## src/core/hpds_map.svh

```systemverilog
`ifndef HPDS_MAP_SVH
`define HPDS_MAP_SVH

// clock and base tick (0.1 s)
`define HPDS_CLK_NS 32'h00000019
`define HPDS_TICK_NS 32'h05F5E100
`define HPDS_TICK_CYC (`HPDS_TICK_NS / `HPDS_CLK_NS)

// tick scaling
`define HPDS_DS_PER_S 12'h00A
`define HPDS_DS_PER_MIN 10'h258
`define HPDS_SUB_LAST (`HPDS_DS_PER_MIN - 10'h001)

// run period selections, minutes
`define HPDS_RUN_SEL0_MIN 8'h3C
`define HPDS_RUN_SEL1_MIN 8'h1E
`define HPDS_RUN_SEL2_MIN 8'h5A
`define HPDS_RUN_SEL3_MIN 8'h78

// defrost limits
`define HPDS_DEFROST_MAX_MIN 8'h0A
`define HPDS_FORCED_HOLD_S 12'h01E
`define HPDS_FORCED_HOLD_DS (`HPDS_FORCED_HOLD_S * `HPDS_DS_PER_S)
`define HPDS_TEST_MAX_S 12'h00C
`define HPDS_TEST_MAX_DS (`HPDS_TEST_MAX_S * `HPDS_DS_PER_S)

// speed-up contact windows, seconds
`define HPDS_TEST_SHORT_MIN_DS (12'h001 * `HPDS_DS_PER_S)
`define HPDS_TEST_SHORT_MAX_DS (12'h003 * `HPDS_DS_PER_S)
`define HPDS_FORCE_SHORT_MIN_DS (12'h005 * `HPDS_DS_PER_S)
`define HPDS_FORCE_SHORT_MAX_DS (12'h014 * `HPDS_DS_PER_S)
`define HPDS_SHORT_SAT 12'hFFF

// register map (byte addresses)
`define HPDS_REG_CTRL 4'h0
`define HPDS_REG_STATUS 4'h4
`define HPDS_REG_ELAPSED 4'h8
`define HPDS_CTRL_RST 32'h00000001
`define HPDS_CTRL_EN_BIT 0

`endif

```

## src/core/hpds_pkg.sv

```systemverilog
package hpds_pkg;
	// thermostat calls
	typedef struct packed {
		logic cool1;
		logic cool2;
		logic heat1;
		logic aux;
	} hpds_calls_t;

	// load relay drives
	typedef struct packed {
		logic comp1;
		logic comp2;
		logic fan;
		logic valve;
		logic aux_heat;
	} hpds_loads_t;

	typedef enum logic [1:0] {
		HPDS_IDLE,
		HPDS_COOL,
		HPDS_HEAT,
		HPDS_DEFROST
	} hpds_state_t;
endpackage

```

## src/core/hpds_sequencer.sv

```systemverilog
// Local design decisions: the register offsets and the Avalon-MM register port.
`timescale 1ns/1ps
`include "hpds_map.svh"
module hpds_sequencer #(
	parameter int unsigned TICK_CYC = `HPDS_TICK_CYC
) (
	// clock and reset
	input wire logic clk_i,
	input wire logic nrst_i,
	// thermostat and field pins
	input wire hpds_pkg::hpds_calls_t calls_i,
	input wire logic coil_frost_switch_i,
	input wire logic run_period_sel_a_i,
	input wire logic run_period_sel_b_i,
	input wire logic two_comp_sel_i,
	input wire logic speedup_short_i,
	// load relays
	output hpds_pkg::hpds_loads_t loads_o,
	// avalon-mm slave
	input wire logic [3:0] avs_address_i,
	input wire logic avs_read_i,
	input wire logic avs_write_i,
	input wire logic [31:0] avs_writedata_i,
	input wire logic [3:0] avs_byteenable_i,
	output logic [31:0] avs_readdata_o,
	output logic avs_waitrequest_o
);
	import hpds_pkg::*;

	logic [8:0] pins_sync;
	hpds_calls_t calls;
	logic frost_closed, sel_a, sel_b, two_comp, short_now;
	logic ds_tick, min_tick;
	hpds_state_t state_reg, state_next;
	logic valve_reg;
	logic [9:0] sub_reg;
	logic [7:0] elapsed_reg, period_min;
	logic [7:0] def_min_reg;
	logic [11:0] def_ds_reg;
	logic [11:0] short_cnt_reg;
	logic short_d_reg;
	logic test_reg, forced_reg, forced_open_reg, force_pend_reg;
	logic test_start, force_start;
	logic defrost_done, period_up;
	logic [31:0] ctrl_reg;
	logic ack_reg;
	logic enable;

	// all field pins are async to clk_i
	hpds_sync #(
		.W(9)
	) u_sync (
		.clk_i(clk_i),
		.nrst_i(nrst_i),
		.d_i({calls_i, coil_frost_switch_i, run_period_sel_a_i, run_period_sel_b_i,
			two_comp_sel_i, speedup_short_i}),
		.q_o(pins_sync)
	);
	assign calls = pins_sync[8:5];
	assign frost_closed = pins_sync[4];
	assign sel_a = pins_sync[3];
	assign sel_b = pins_sync[2];
	assign two_comp = pins_sync[1];
	assign short_now = pins_sync[0];

	// 0.1 s base tick; shorten TICK_CYC in simulation
	hpds_tick #(
		.DIV(TICK_CYC)
	) u_tick (
		.clk_i(clk_i),
		.nrst_i(nrst_i),
		.tick_o(ds_tick)
	);

	assign enable = ctrl_reg[`HPDS_CTRL_EN_BIT];

	// run period from the selector switches, both open means default
	always_comb begin
		case ({sel_b, sel_a})
			2'h1: period_min = `HPDS_RUN_SEL1_MIN;
			2'h2: period_min = `HPDS_RUN_SEL2_MIN;
			2'h3: period_min = `HPDS_RUN_SEL3_MIN;
			default: period_min = `HPDS_RUN_SEL0_MIN;
		endcase
	end

	// a minute is 600 ticks, or one tick in scaled mode
	assign min_tick = ds_tick && (test_reg || sub_reg == `HPDS_SUB_LAST);
	assign period_up = elapsed_reg >= period_min;

	// defrost termination; forced-open hold ignores the coil switch
	always_comb begin
		if (forced_open_reg) begin
			defrost_done = def_ds_reg >= `HPDS_FORCED_HOLD_DS;
		end else begin
			defrost_done = !frost_closed || def_min_reg >= `HPDS_DEFROST_MAX_MIN;
		end
		if (test_reg && def_ds_reg >= `HPDS_TEST_MAX_DS) begin
			defrost_done = 1'b1;
		end
	end

	// contact short length measured in ticks, judged on release
	always_ff @(posedge clk_i or negedge nrst_i) begin
		if (!nrst_i) begin
			short_cnt_reg <= 12'h000;
			short_d_reg <= 1'b0;
		end else begin
			short_d_reg <= short_now;
			if (!short_now) begin
				short_cnt_reg <= 12'h000;
			end else if (ds_tick && short_cnt_reg != `HPDS_SHORT_SAT) begin
				short_cnt_reg <= short_cnt_reg + 12'h001;
			end
		end
	end
	// lengths outside both windows are ignored
	assign test_start = short_d_reg && !short_now &&
		short_cnt_reg >= `HPDS_TEST_SHORT_MIN_DS &&
		short_cnt_reg <= `HPDS_TEST_SHORT_MAX_DS;
	assign force_start = short_d_reg && !short_now &&
		short_cnt_reg >= `HPDS_FORCE_SHORT_MIN_DS &&
		short_cnt_reg <= `HPDS_FORCE_SHORT_MAX_DS;

	// mode state machine
	always_comb begin
		state_next = state_reg;
		case (state_reg)
			HPDS_IDLE: begin
				if (calls.cool1) begin
					state_next = HPDS_COOL;
				end else if (calls.heat1) begin
					state_next = HPDS_HEAT;
				end
			end
			HPDS_COOL: begin
				if (!calls.cool1) begin
					state_next = HPDS_IDLE;
				end
			end
			HPDS_HEAT: begin
				if (!calls.heat1 || calls.cool1) begin
					state_next = HPDS_IDLE;
				end else if (force_pend_reg) begin
					state_next = HPDS_DEFROST;
				end else if (period_up && frost_closed) begin
					state_next = HPDS_DEFROST;
				end
			end
			HPDS_DEFROST: begin
				if (defrost_done) begin
					state_next = calls.heat1 ? HPDS_HEAT : HPDS_IDLE;
				end else if (!calls.heat1) begin
					state_next = HPDS_IDLE;
				end
			end
			default: state_next = HPDS_IDLE;
		endcase
		if (!enable) begin
			state_next = HPDS_IDLE;
		end
	end

	always_ff @(posedge clk_i or negedge nrst_i) begin
		if (!nrst_i) begin
			state_reg <= HPDS_IDLE;
		end else begin
			state_reg <= state_next;
		end
	end

	// valve latches its last mode through idle
	always_ff @(posedge clk_i or negedge nrst_i) begin
		if (!nrst_i) begin
			valve_reg <= 1'b0;
		end else if (state_next == HPDS_COOL) begin
			valve_reg <= 1'b1;
		end else if (state_next == HPDS_HEAT) begin
			valve_reg <= 1'b0;
		end
	end

	// run period timer; cleared by a test start, otherwise holds its value while idle or cooling
	always_ff @(posedge clk_i or negedge nrst_i) begin
		if (!nrst_i) begin
			sub_reg <= 10'h000;
			elapsed_reg <= 8'h00;
		end else if (test_start) begin
			sub_reg <= 10'h000;
			elapsed_reg <= 8'h00;
		end else if (state_reg == HPDS_DEFROST) begin
			sub_reg <= 10'h000;
			elapsed_reg <= 8'h00;
		end else if (state_reg == HPDS_HEAT) begin
			if (period_up && !frost_closed) begin
				elapsed_reg <= 8'h00;
			end else if (min_tick) begin
				elapsed_reg <= elapsed_reg + 8'h01;
			end
			if (ds_tick) begin
				sub_reg <= (sub_reg == `HPDS_SUB_LAST) ? 10'h000 : sub_reg + 10'h001;
			end
		end
	end

	// defrost length counters, cleared outside defrost
	always_ff @(posedge clk_i or negedge nrst_i) begin
		if (!nrst_i) begin
			def_ds_reg <= 12'h000;
			def_min_reg <= 8'h00;
		end else if (state_reg != HPDS_DEFROST) begin
			def_ds_reg <= 12'h000;
			def_min_reg <= 8'h00;
		end else if (ds_tick) begin
			// ticks wrap each minute so the ten minute cap stays reachable
			if (def_ds_reg == 12'(`HPDS_SUB_LAST)) begin
				def_ds_reg <= 12'h000;
			end else begin
				def_ds_reg <= def_ds_reg + 12'h001;
			end
			// defrost minutes scale too; 30 s and 12 s limits fit inside one wrap
			if (test_reg || def_ds_reg == 12'(`HPDS_SUB_LAST)) begin
				def_min_reg <= def_min_reg + 8'h01;
			end
		end
	end

	// service modes; a forced request waits for a heating call
	always_ff @(posedge clk_i or negedge nrst_i) begin
		if (!nrst_i) begin
			test_reg <= 1'b0;
			forced_reg <= 1'b0;
			forced_open_reg <= 1'b0;
			force_pend_reg <= 1'b0;
		end else begin
			if (test_start) begin
				test_reg <= 1'b1;
			end else if (state_reg == HPDS_DEFROST && state_next != HPDS_DEFROST) begin
				test_reg <= 1'b0;
			end
			if (force_start) begin
				force_pend_reg <= 1'b1;
			end else if (state_reg == HPDS_HEAT && state_next == HPDS_DEFROST) begin
				force_pend_reg <= 1'b0;
			end
			if (state_reg == HPDS_HEAT && state_next == HPDS_DEFROST) begin
				forced_reg <= force_pend_reg;
				forced_open_reg <= force_pend_reg && !frost_closed;
			end else if (state_reg == HPDS_DEFROST && state_next != HPDS_DEFROST) begin
				forced_reg <= 1'b0;
				forced_open_reg <= 1'b0;
			end
		end
	end

	// relay drives come from flops to avoid glitches on the contactors
	always_ff @(posedge clk_i or negedge nrst_i) begin
		if (!nrst_i) begin
			loads_o <= '0;
		end else begin
			loads_o.comp1 <= state_reg != HPDS_IDLE;
			loads_o.comp2 <= state_reg == HPDS_COOL && two_comp && calls.cool2;
			loads_o.fan <= state_reg == HPDS_COOL || state_reg == HPDS_HEAT;
			loads_o.valve <= (state_reg == HPDS_DEFROST) || valve_reg;
			loads_o.aux_heat <= calls.aux || state_reg == HPDS_DEFROST;
		end
	end

	// avalon slave: one wait state per access
	assign avs_waitrequest_o = (avs_read_i || avs_write_i) && !ack_reg;

	always_ff @(posedge clk_i or negedge nrst_i) begin
		if (!nrst_i) begin
			ack_reg <= 1'b0;
		end else begin
			ack_reg <= (avs_read_i || avs_write_i) && !ack_reg;
		end
	end

	// control register write, byte lanes honoured
	always_ff @(posedge clk_i or negedge nrst_i) begin
		if (!nrst_i) begin
			ctrl_reg <= `HPDS_CTRL_RST;
		end else if (avs_write_i && ack_reg && avs_address_i == `HPDS_REG_CTRL) begin
			for (int b = 0; b < 4; b++) begin
				if (avs_byteenable_i[b]) begin
					ctrl_reg[b*8 +: 8] <= avs_writedata_i[b*8 +: 8];
				end
			end
		end
	end

	// read data captured while waitrequest is high; unmapped reads zero
	always_ff @(posedge clk_i or negedge nrst_i) begin
		if (!nrst_i) begin
			avs_readdata_o <= 32'h00000000;
		end else if (avs_read_i && !ack_reg) begin
			case (avs_address_i)
				`HPDS_REG_CTRL: avs_readdata_o <= ctrl_reg;
				`HPDS_REG_STATUS: avs_readdata_o <= {20'h00000, state_reg, test_reg,
					forced_reg, force_pend_reg, valve_reg, 1'b0, loads_o};
				`HPDS_REG_ELAPSED: avs_readdata_o <= {8'h00, def_min_reg, period_min,
					elapsed_reg};
				default: avs_readdata_o <= 32'h00000000;
			endcase
		end
	end

	// checks
	valve_cool_a: assert property (@(posedge clk_i) disable iff (!nrst_i)
		state_reg == HPDS_COOL |=> loads_o.valve && loads_o.fan && loads_o.comp1)
		else $error("valve not on in cooling");
	valve_hold_a: assert property (@(posedge clk_i) disable iff (!nrst_i)
		state_reg == HPDS_IDLE && state_next == HPDS_IDLE |=> $stable(valve_reg))
		else $error("valve changed while idle");
	heat_loads_a: assert property (@(posedge clk_i) disable iff (!nrst_i)
		state_reg == HPDS_HEAT |=> !loads_o.valve && loads_o.fan && loads_o.comp1)
		else $error("wrong loads in heating");
	defrost_loads_a: assert property (@(posedge clk_i) disable iff (!nrst_i)
		state_reg == HPDS_DEFROST |=> !loads_o.fan && loads_o.valve && loads_o.aux_heat)
		else $error("wrong loads in defrost");
	comp2_cause_a: assert property (@(posedge clk_i) disable iff (!nrst_i)
		loads_o.comp2 |-> $past(two_comp && calls.cool2 && state_reg == HPDS_COOL))
		else $error("second compressor without cause");
	early_defrost_a: assert property (@(posedge clk_i) disable iff (!nrst_i)
		state_reg == HPDS_HEAT && state_next == HPDS_DEFROST && !force_pend_reg
		|-> period_up && frost_closed)
		else $error("defrost before run period");
	defrost_max_a: assert property (@(posedge clk_i) disable iff (!nrst_i)
		state_reg == HPDS_DEFROST && !forced_open_reg |-> def_min_reg <= `HPDS_DEFROST_MAX_MIN)
		else $error("defrost past its limit");
	forced_hold_a: assert property (@(posedge clk_i) disable iff (!nrst_i)
		state_reg == HPDS_DEFROST && forced_open_reg |-> def_ds_reg <= `HPDS_FORCED_HOLD_DS)
		else $error("forced defrost past 30 s");
	test_cap_a: assert property (@(posedge clk_i) disable iff (!nrst_i)
		state_reg == HPDS_DEFROST && test_reg |-> def_ds_reg <= `HPDS_TEST_MAX_DS)
		else $error("test defrost past 12 s");
	test_end_a: assert property (@(posedge clk_i) disable iff (!nrst_i)
		state_reg == HPDS_DEFROST && state_next != HPDS_DEFROST && !test_start |=> !test_reg)
		else $error("scaled mode outlived defrost");
endmodule

```

## src/core/hpds_sync.sv

```systemverilog
`timescale 1ns/1ps
module hpds_sync #(
	parameter int W = 1
) (
	// clock and reset
	input wire logic clk_i,
	input wire logic nrst_i,
	// async level in, synced level out
	input wire logic [W-1:0] d_i,
	output logic [W-1:0] q_o
);
	logic [W-1:0] meta_reg;

	// two flops; first stage read only by the second
	always_ff @(posedge clk_i or negedge nrst_i) begin
		if (!nrst_i) begin
			meta_reg <= '0;
			q_o <= '0;
		end else begin
			meta_reg <= d_i;
			q_o <= meta_reg;
		end
	end
endmodule

```

## src/core/hpds_tick.sv

```systemverilog
`timescale 1ns/1ps
module hpds_tick #(
	parameter int unsigned DIV = 4
) (
	// clock and reset
	input wire logic clk_i,
	input wire logic nrst_i,
	// one-cycle pulse every DIV cycles
	output logic tick_o
);
	logic [31:0] cnt_reg;

	// free-running divider
	always_ff @(posedge clk_i or negedge nrst_i) begin
		if (!nrst_i) begin
			cnt_reg <= 32'h00000000;
			tick_o <= 1'b0;
		end else if (cnt_reg == 32'(DIV - 1)) begin
			cnt_reg <= 32'h00000000;
			tick_o <= 1'b1;
		end else begin
			cnt_reg <= cnt_reg + 32'h00000001;
			tick_o <= 1'b0;
		end
	end
endmodule

```

## config.mk

```make
export PLATFORM = sky130hd
export DESIGN_NAME = hpds_sequencer
export DESIGN_NICKNAME = d
export VERILOG_FILES = /design/src/core/hpds_pkg.sv /design/src/core/hpds_sequencer.sv /design/src/core/hpds_sync.sv /design/src/core/hpds_tick.sv
export VERILOG_INCLUDE_DIRS = /design/src /design/src/core
export SDC_FILE = /design/constraint.sdc
export NUM_CORES = 1
export LEC_CHECK = 0
export BUFFER_PORTS_ARGS = -buffer_cell sky130_fd_sc_hd__buf_4
export CAP_MARGIN = 20
export CORE_AREA = 8 8 128 130
export CTS_CLUSTER_SIZE = 24
export DETAILED_ROUTE_END_ITERATION = 6
export DIE_AREA = 0 0 136 138
export PLACE_DENSITY = 0.79
export SYNTH_ARGS = -nofsm -noshare
export SYNTH_HDL_FRONTEND = slang
export SYNTH_SLANG_ARGS = --single-unit
export TNS_END_PERCENT = 5
```

## constraint.sdc

```tcl
create_clock -name clk_i -period 3.4 [get_ports clk_i]
set_input_delay 0 -clock clk_i [delete_from_list [all_inputs] [get_ports clk_i]]
set_output_delay 0 -clock clk_i [all_outputs]
set_load 0.03 [all_outputs]
```

==> results.toml, run 1 <==
[outcome]
outcome = "finished clean"

[yosys]
yosysWarnings = 0
synth-seq-cells = 179
syn_nets = 876
ys_top_cells_by_area = "dfrtp_1 53%, mux2_2 4.7%, nand2_1 3.9%"
syn_inst = 799
ys_seq_area_frac = 0.538
synthDistinctLibCells = 63
async_flop_share = 1.00
syn-cell-area_um2 = 8330
netlist.area_leader.share = 0.535
dominantRegCellSynth = "dfrtp_1"
synth_edf_count = 0
synth_area_per_cell_um2 = 10.4
synth_area_leader_cell = "dfrtp_1"

[clock_tree]
root_buffer = "clkbuf_16"
cts-buffers-inserted = 17
cts_tree = "done"
htreeDepth = 4
cts.path.max_buffers = 2
clk_pin_slew_ns = 0.07
cts_sinks = 179
clock_latency_ns = 0.44

[sta]
tightest_slew_ns = 0.848
period_needed_ns = 3.04
finalMaxSlewViolations = 0
min_period_over_period = 0.893
finalHoldViolations = 0
fmax_mhz = 329
slew_headroom = 0.435
rsz0062_at_grt = "false"
skew_ns = 0.0135
timing.final.ws_setup_ns = 0.363
final-setup-viol-count = 0
fin_setup_tns_ns = 0

[grt]
grt_pass1_vias = 6538
grt_overflow = 0
antenna_found_initial = 1
grt_pass1_wl_um = 32000
grt.total_usage = 0.210
grt_max_degree = 93

[die]
placementRows = 44
dieArea_um2 = 18800
start_util = 0.582
core_area_um2 = 14300
dieWidth_um = 136
ios = 91
die_h_um = 138

[worst_setup_path]
reg2reg_depth = 12
reg2reg_from = "u_sync.q_o[2]"
cp_max_fo = 3
path_class = "reg -> reg"
worstSetupStartpoint = "u_sync.q_o[2]"
cp-end-kind = "flip-flop"
cp-start-kind = "flip-flop"
reg2reg_to = "valve_reg"
arrival_ns = 3.36
r2r_slack_ns = 0.36
required_ns = 3.72
endpoint = "valve_reg"

[power]
ir_drop_uv = 455
leakage_nw = 4.70
power_density_nw_per_um2 = 435

[detailed_routing]
drc = 0
drt_iter0_markers = 462
ant_nets = 0
dr_total_vias = 6488
drtPass1Iterations = 5
wl_per_cell_um = 17.1
viasPerCell = 5.74
drt-total-wl_um = 19300

[placement]
post-dp-hpwl_um = 12700
placed_area_um2 = 9190
globalplace.congestion = 0.855
port_buffers = 90
pre_cts_ws_ns = 0.405
dp.cells = 1051

[final_layout]
postLayoutCellArea_um2 = 10200
regArea_um2 = 4480
drive_gt1_frac = 0.188
multi_input_area_um2 = 3660
final_nets = 1010
areaGrowthSynthToFinish_pct = 22.5
finalNonFillerCells = 1131
nFillCells = 994

[job]
cap_viol_max_count = 0

[worst_hold_path]
hold_class = "in -> reg"
[final cells by class]
type                            count  area share
Sequential cell                   179       0.439
Multi-Input combinational cell    568       0.358
Timing Repair Buffer              145       0.119
Clock buffer                       19      0.0434
Tap cell                          184      0.0226
Clock inverter                     13     0.00993
Inverter                           22     0.00809
Antenna cell                        1    0.000245
[power by group]
part	switching [mW]	leakage (nW)	internal, mW	total (mW)
combinational	0.186	2.03	0.173	0.359
sequential	0.0549	2.41	2.21	2.27
clock	0.847	0.257	0.962	1.81
total	1.09	4.70	3.35	4.44
[synthesized netlist by cell type (5+ instances only)]
cell type and number:
a21boi_0 5, a21oi_1 24, a22oi_1 13, a31oi_1 6
and2_1 11, and3_1 16, clkbuf_1 28, dfrtp_1 178
ha_1 24, inv_1 21, mux2_2 35, mux2i_1 11
nand2_1 86, nand3_1 33, nand4_1 23, nor2_1 75
nor3_1 11, nor4_1 5, o21ai_0 62, o31ai_1 8
or3_1 11, xnor2_1 25, xor2_1 25
[metrics by stage]
stage | power [mW] | util | hold slack, ns
6_report | 4.44 | 0.713 | 0.0310
5_1_grt | 4.59 | 0.713 | 0.0368
4_1_cts | 4.47 | 0.713 | 0.00271
3_5_place_dp | 2.62 | 0.642 | 0.111
3_3_place_gp | 2.61 | 0.642 | 0.109
2_1_floorplan | 2.45 | - | -0.296
[cell families after synthesis]
family,count (synthesis),synth area share
compound gates,143,0.106
fa+ha+maj,24,0.0360
buf+inv,52,0.0236
flops,179,0.538
simple gates,305,0.184
xor+xnor,50,0.0526
mux,46,0.0605
[layout by cell type (no fill, tap or decap), types with 5 or more instances in the layout]
cell             n
nand3_1         33
and3_1          16
o31ai_1          8
a21oi_1         24
dfrtp_1        178
nor2_1          75
nand4_1         23
inv_1           21
buf_4           97
dlygate4sd3_1   47
nor4_1           5
or3_1           11
ha_1            24
mux2i_1         11
nor3_1          11
a31oi_1          6
nand2_1         86
clkbuf_16       17
o21ai_0         62
a21boi_0         5
xnor2_1         25
mux2_2          35
and2_1          11
a22oi_1         13
xor2_1          25
[per-layer routing]
metal,up-vias,global-route usage,share of wire
li1,3104,-,-
met1,3191,0.262,0.44
met2,169,0.351,0.49
met3,24,0.0518,0.056
met4,0,0.0642,0.014
met5,-,0,0
[what timing repair did]
item	in CTS	in global routing
gates resized for setup	0	0
hold buffers	47	0
setup buffers	0	0
setup endpoints to repair	0	0
endpoints found under the hold margin	133	0
[how the worst min path moves through the flow]
stage / start / end / slack (ns) / depth (start not counted)
after floorplan: nrst_i / ack_reg / -0.30 / 0
after global placement: speedup_short_i / u_sync.meta_reg[0] / 0.11 / 1
after detailed placement: calls_i[0] / u_sync.meta_reg[5] / 0.11 / 1
after CTS: avs_address_i[3] / avs_readdata_o[12] / 0.003 / 3
after global routing: avs_address_i[3] / avs_readdata_o[12] / 0.04 / 3
final: avs_address_i[3] / avs_readdata_o[12] / 0.03 / 3
[critical path, stage by stage, from the launching register on]
cell and delay [ns]:
dfrtp_1 0.38, inv_1 0.07, ha_1 0.19, nor2_1 0.16, ha_1 0.27, nor2b_1 0.13, a311oi_1 0.32, o31ai_1 0.15
a21oi_1 0.19, o21bai_1 0.11, o311ai_0 0.38, ha_1 0.31, mux2_2 0.27
No activity file was read; power rests on OpenSTA's default activity.
==> run 2: changes to the inputs <==
--- a/config.mk
+++ b/config.mk
@@ -9,3 +9,2 @@
 export BUFFER_PORTS_ARGS = -buffer_cell sky130_fd_sc_hd__buf_4
-export CAP_MARGIN = 20
 export CORE_AREA = 8 8 128 130
@@ -14,3 +13,3 @@
 export DIE_AREA = 0 0 136 138
-export PLACE_DENSITY = 0.79
+export PLACE_DENSITY_LB_ADDON = 0.2
 export SYNTH_ARGS = -nofsm -noshare
--- a/constraint.sdc
+++ b/constraint.sdc
@@ -3,2 +3,2 @@
 set_output_delay 0 -clock clk_i [all_outputs]
-set_load 0.03 [all_outputs]
+set_load 0.02 [all_outputs]
==> results.toml, run 2 (synthesis results as in run 1) <==
[worst_setup_path]
arrival_ns = 3.33
reg2reg_from = "u_sync.q_o[2]"
crit_slowest_cell = "dfrtp_1"
cp-end-kind = "flip-flop"
path_class = "reg -> reg"
slowest_delay_ns = 0.38
cpMostUsedCell = "ha_1"
worstSetupStartpoint = "u_sync.q_o[2]"
cp-start-kind = "flip-flop"
worstPathCellList = "inv_1 -> ha_1 -> nor2_1 -> ha_1 -> nor2b_1 -> a311oi_1 -> o31ai_1 -> a21oi_1 -> o21bai_1 -> o311ai_0 -> ha_1 -> mux2_2"
required_ns = 3.71
cp_max_fo = 3

[detailed_routing]
drtPass1Iterations = 5
ant_nets = 0
drt-total-wl_um = 20000
drc = 0
drt_iter0_markers = 411
wl_per_cell_um = 17.7
viasPerCell = 5.84
dr_total_vias = 6613

[sta]
finalHoldViolations = 0
timing.final.ws_setup_ns = 0.383
fin_hold_ws_ns = 0.0714
tightest_slew_ns = 1.30
min_period_over_period = 0.887
slew_headroom = 0.135
finalMaxSlewViolations = 0
fmax_mhz = 331
period_needed_ns = 3.02
rsz0062_at_grt = "false"
skew_ns = 0.00745
final-setup-viol-count = 0
fin_setup_tns_ns = 0

[grt]
antenna_found_initial = 2
grt_pass1_wl_um = 33700
grt.total_usage = 0.220
grt_max_degree = 80
grt_overflow = 0
grt_pass1_vias = 6788

[die]
start_util = 0.582
dieWidth_um = 136
core_area_um2 = 14300
ios = 91
die_h_um = 138
dieArea_um2 = 18800
placementRows = 44

[final_layout]
utilization = 0.717
nFillCells = 994
final_common_cell = "dfrtp_1"
areaGrowthSynthToFinish_pct = 23.2
postLayoutCellArea_um2 = 10300
finalNonFillerCells = 1132
final_nets = 1009
drive_gt1_frac = 0.185
final_cell_mix = "178 x dfrtp_1, 93 x buf_4, 86 x nand2_1"

[placement]
placed_area_um2 = 9180
port_buffers = 90
globalplace.congestion = 0.895
post-dp-hpwl_um = 13500
pre_cts_ws_ns = 0.432
dp.cells = 1048

[outcome]
outcome = "finished clean"

[clock_tree]
cts_sinks = 179
cts-buffers-inserted = 17
cts.path.max_buffers = 2
cts_resized = 0
cts_tree = "done"
root_buffer = "clkbuf_16"
clock_latency_ns = 0.42
clk_pin_slew_ns = 0.06
cts_setup_buffers = 0
postCtsHoldBufs = 49
htreeDepth = 4

[worst_hold_path]
hold_class = "in -> reg"
hp-start = "avs_address_i[3]"

[power]
combPwrFrac = 0.077
pwr-share-seq = 0.499
power_density_nw_per_um2 = 443
p_int_mw = 3.51
power.share.switching = 0.229
p_sw_mw = 1.04
fin_total_pwr_mw = 4.55
ir_drop_uv = 329
leakage_nw = 4.72
clkPwrFrac = 0.424

[job]
cap_viol_max_count = 0
## run 2: cell count changes in the layout (fill, tap and decap cells not counted), sizes merged, moves of 2 or more
cell | before | now
diode | 1 | 3
inv | 25 | 23
bufinv | 0 | 2
buf | 98 | 95
dlygate4sd3 | 47 | 49
## run 2: area by class of cell
| cell class | count | area [µm²] | area share |
|---|---|---|---|
| diodes | 3 | 7.51 | 0.000731 |
| well taps | 184 | 230 | 0.0224 |
| repair buffers | 144 | 1220 | 0.119 |
| clock inverters | 12 | 131 | 0.0128 |
| clock buffers | 20 | 457 | 0.0445 |
| flip-flops and latches | 179 | 4480 | 0.436 |
| multi-input cells | 568 | 3660 | 0.356 |
| inverters | 22 | 82.6 | 0.00804 |
## run 2: routing by layer
metal / routed length (µm) / vias up / global-route usage
met5: 0 / - / 0
met4: 361 / 0 / 0.0810
met3: 1250 / 28 / 0.0428
met2: 10200 / 225 / 0.370
met1: 8250 / 3264 / 0.274
li1: - / 3096 / -
## run 2: power by group through the flow
stage / Combinational (mW) / Sequential (mW) / Clock [mW]
after global placement: 0.291 / 2.30 / 0
after floorplan: 0.137 / 2.30 / 0
after detailed placement: 0.302 / 2.31 / 0
after CTS: 0.348 / 2.27 / 1.96
after global routing: 0.383 / 2.28 / 2.06
final: 0.349 / 2.27 / 1.93
## run 2: worst paths after layout
kind	end	cells after the start	slack, ns
setup / recovery	valve_reg	12	0.38
hold / removal	avs_readdata_o[10]	4	0.07
setup reg to reg	valve_reg	12	0.38
hold reg to reg	u_sync.q_o[7]	0	0.35
max in group asynchronous	def_ds_reg[8]	3	2.31
min in group asynchronous	ctrl_reg[16]	2	0.10
## run 2: critical path: cells and delay by family (launching register included)
family                     cells  cell delay, ns
AOI/OAI and AO/OA              5            1.14
adders and majority gates      3            0.75
buffers and inverters          1            0.08
DFF                            1            0.38
muxes                          1            0.26
and+or+nand+nor                2            0.29
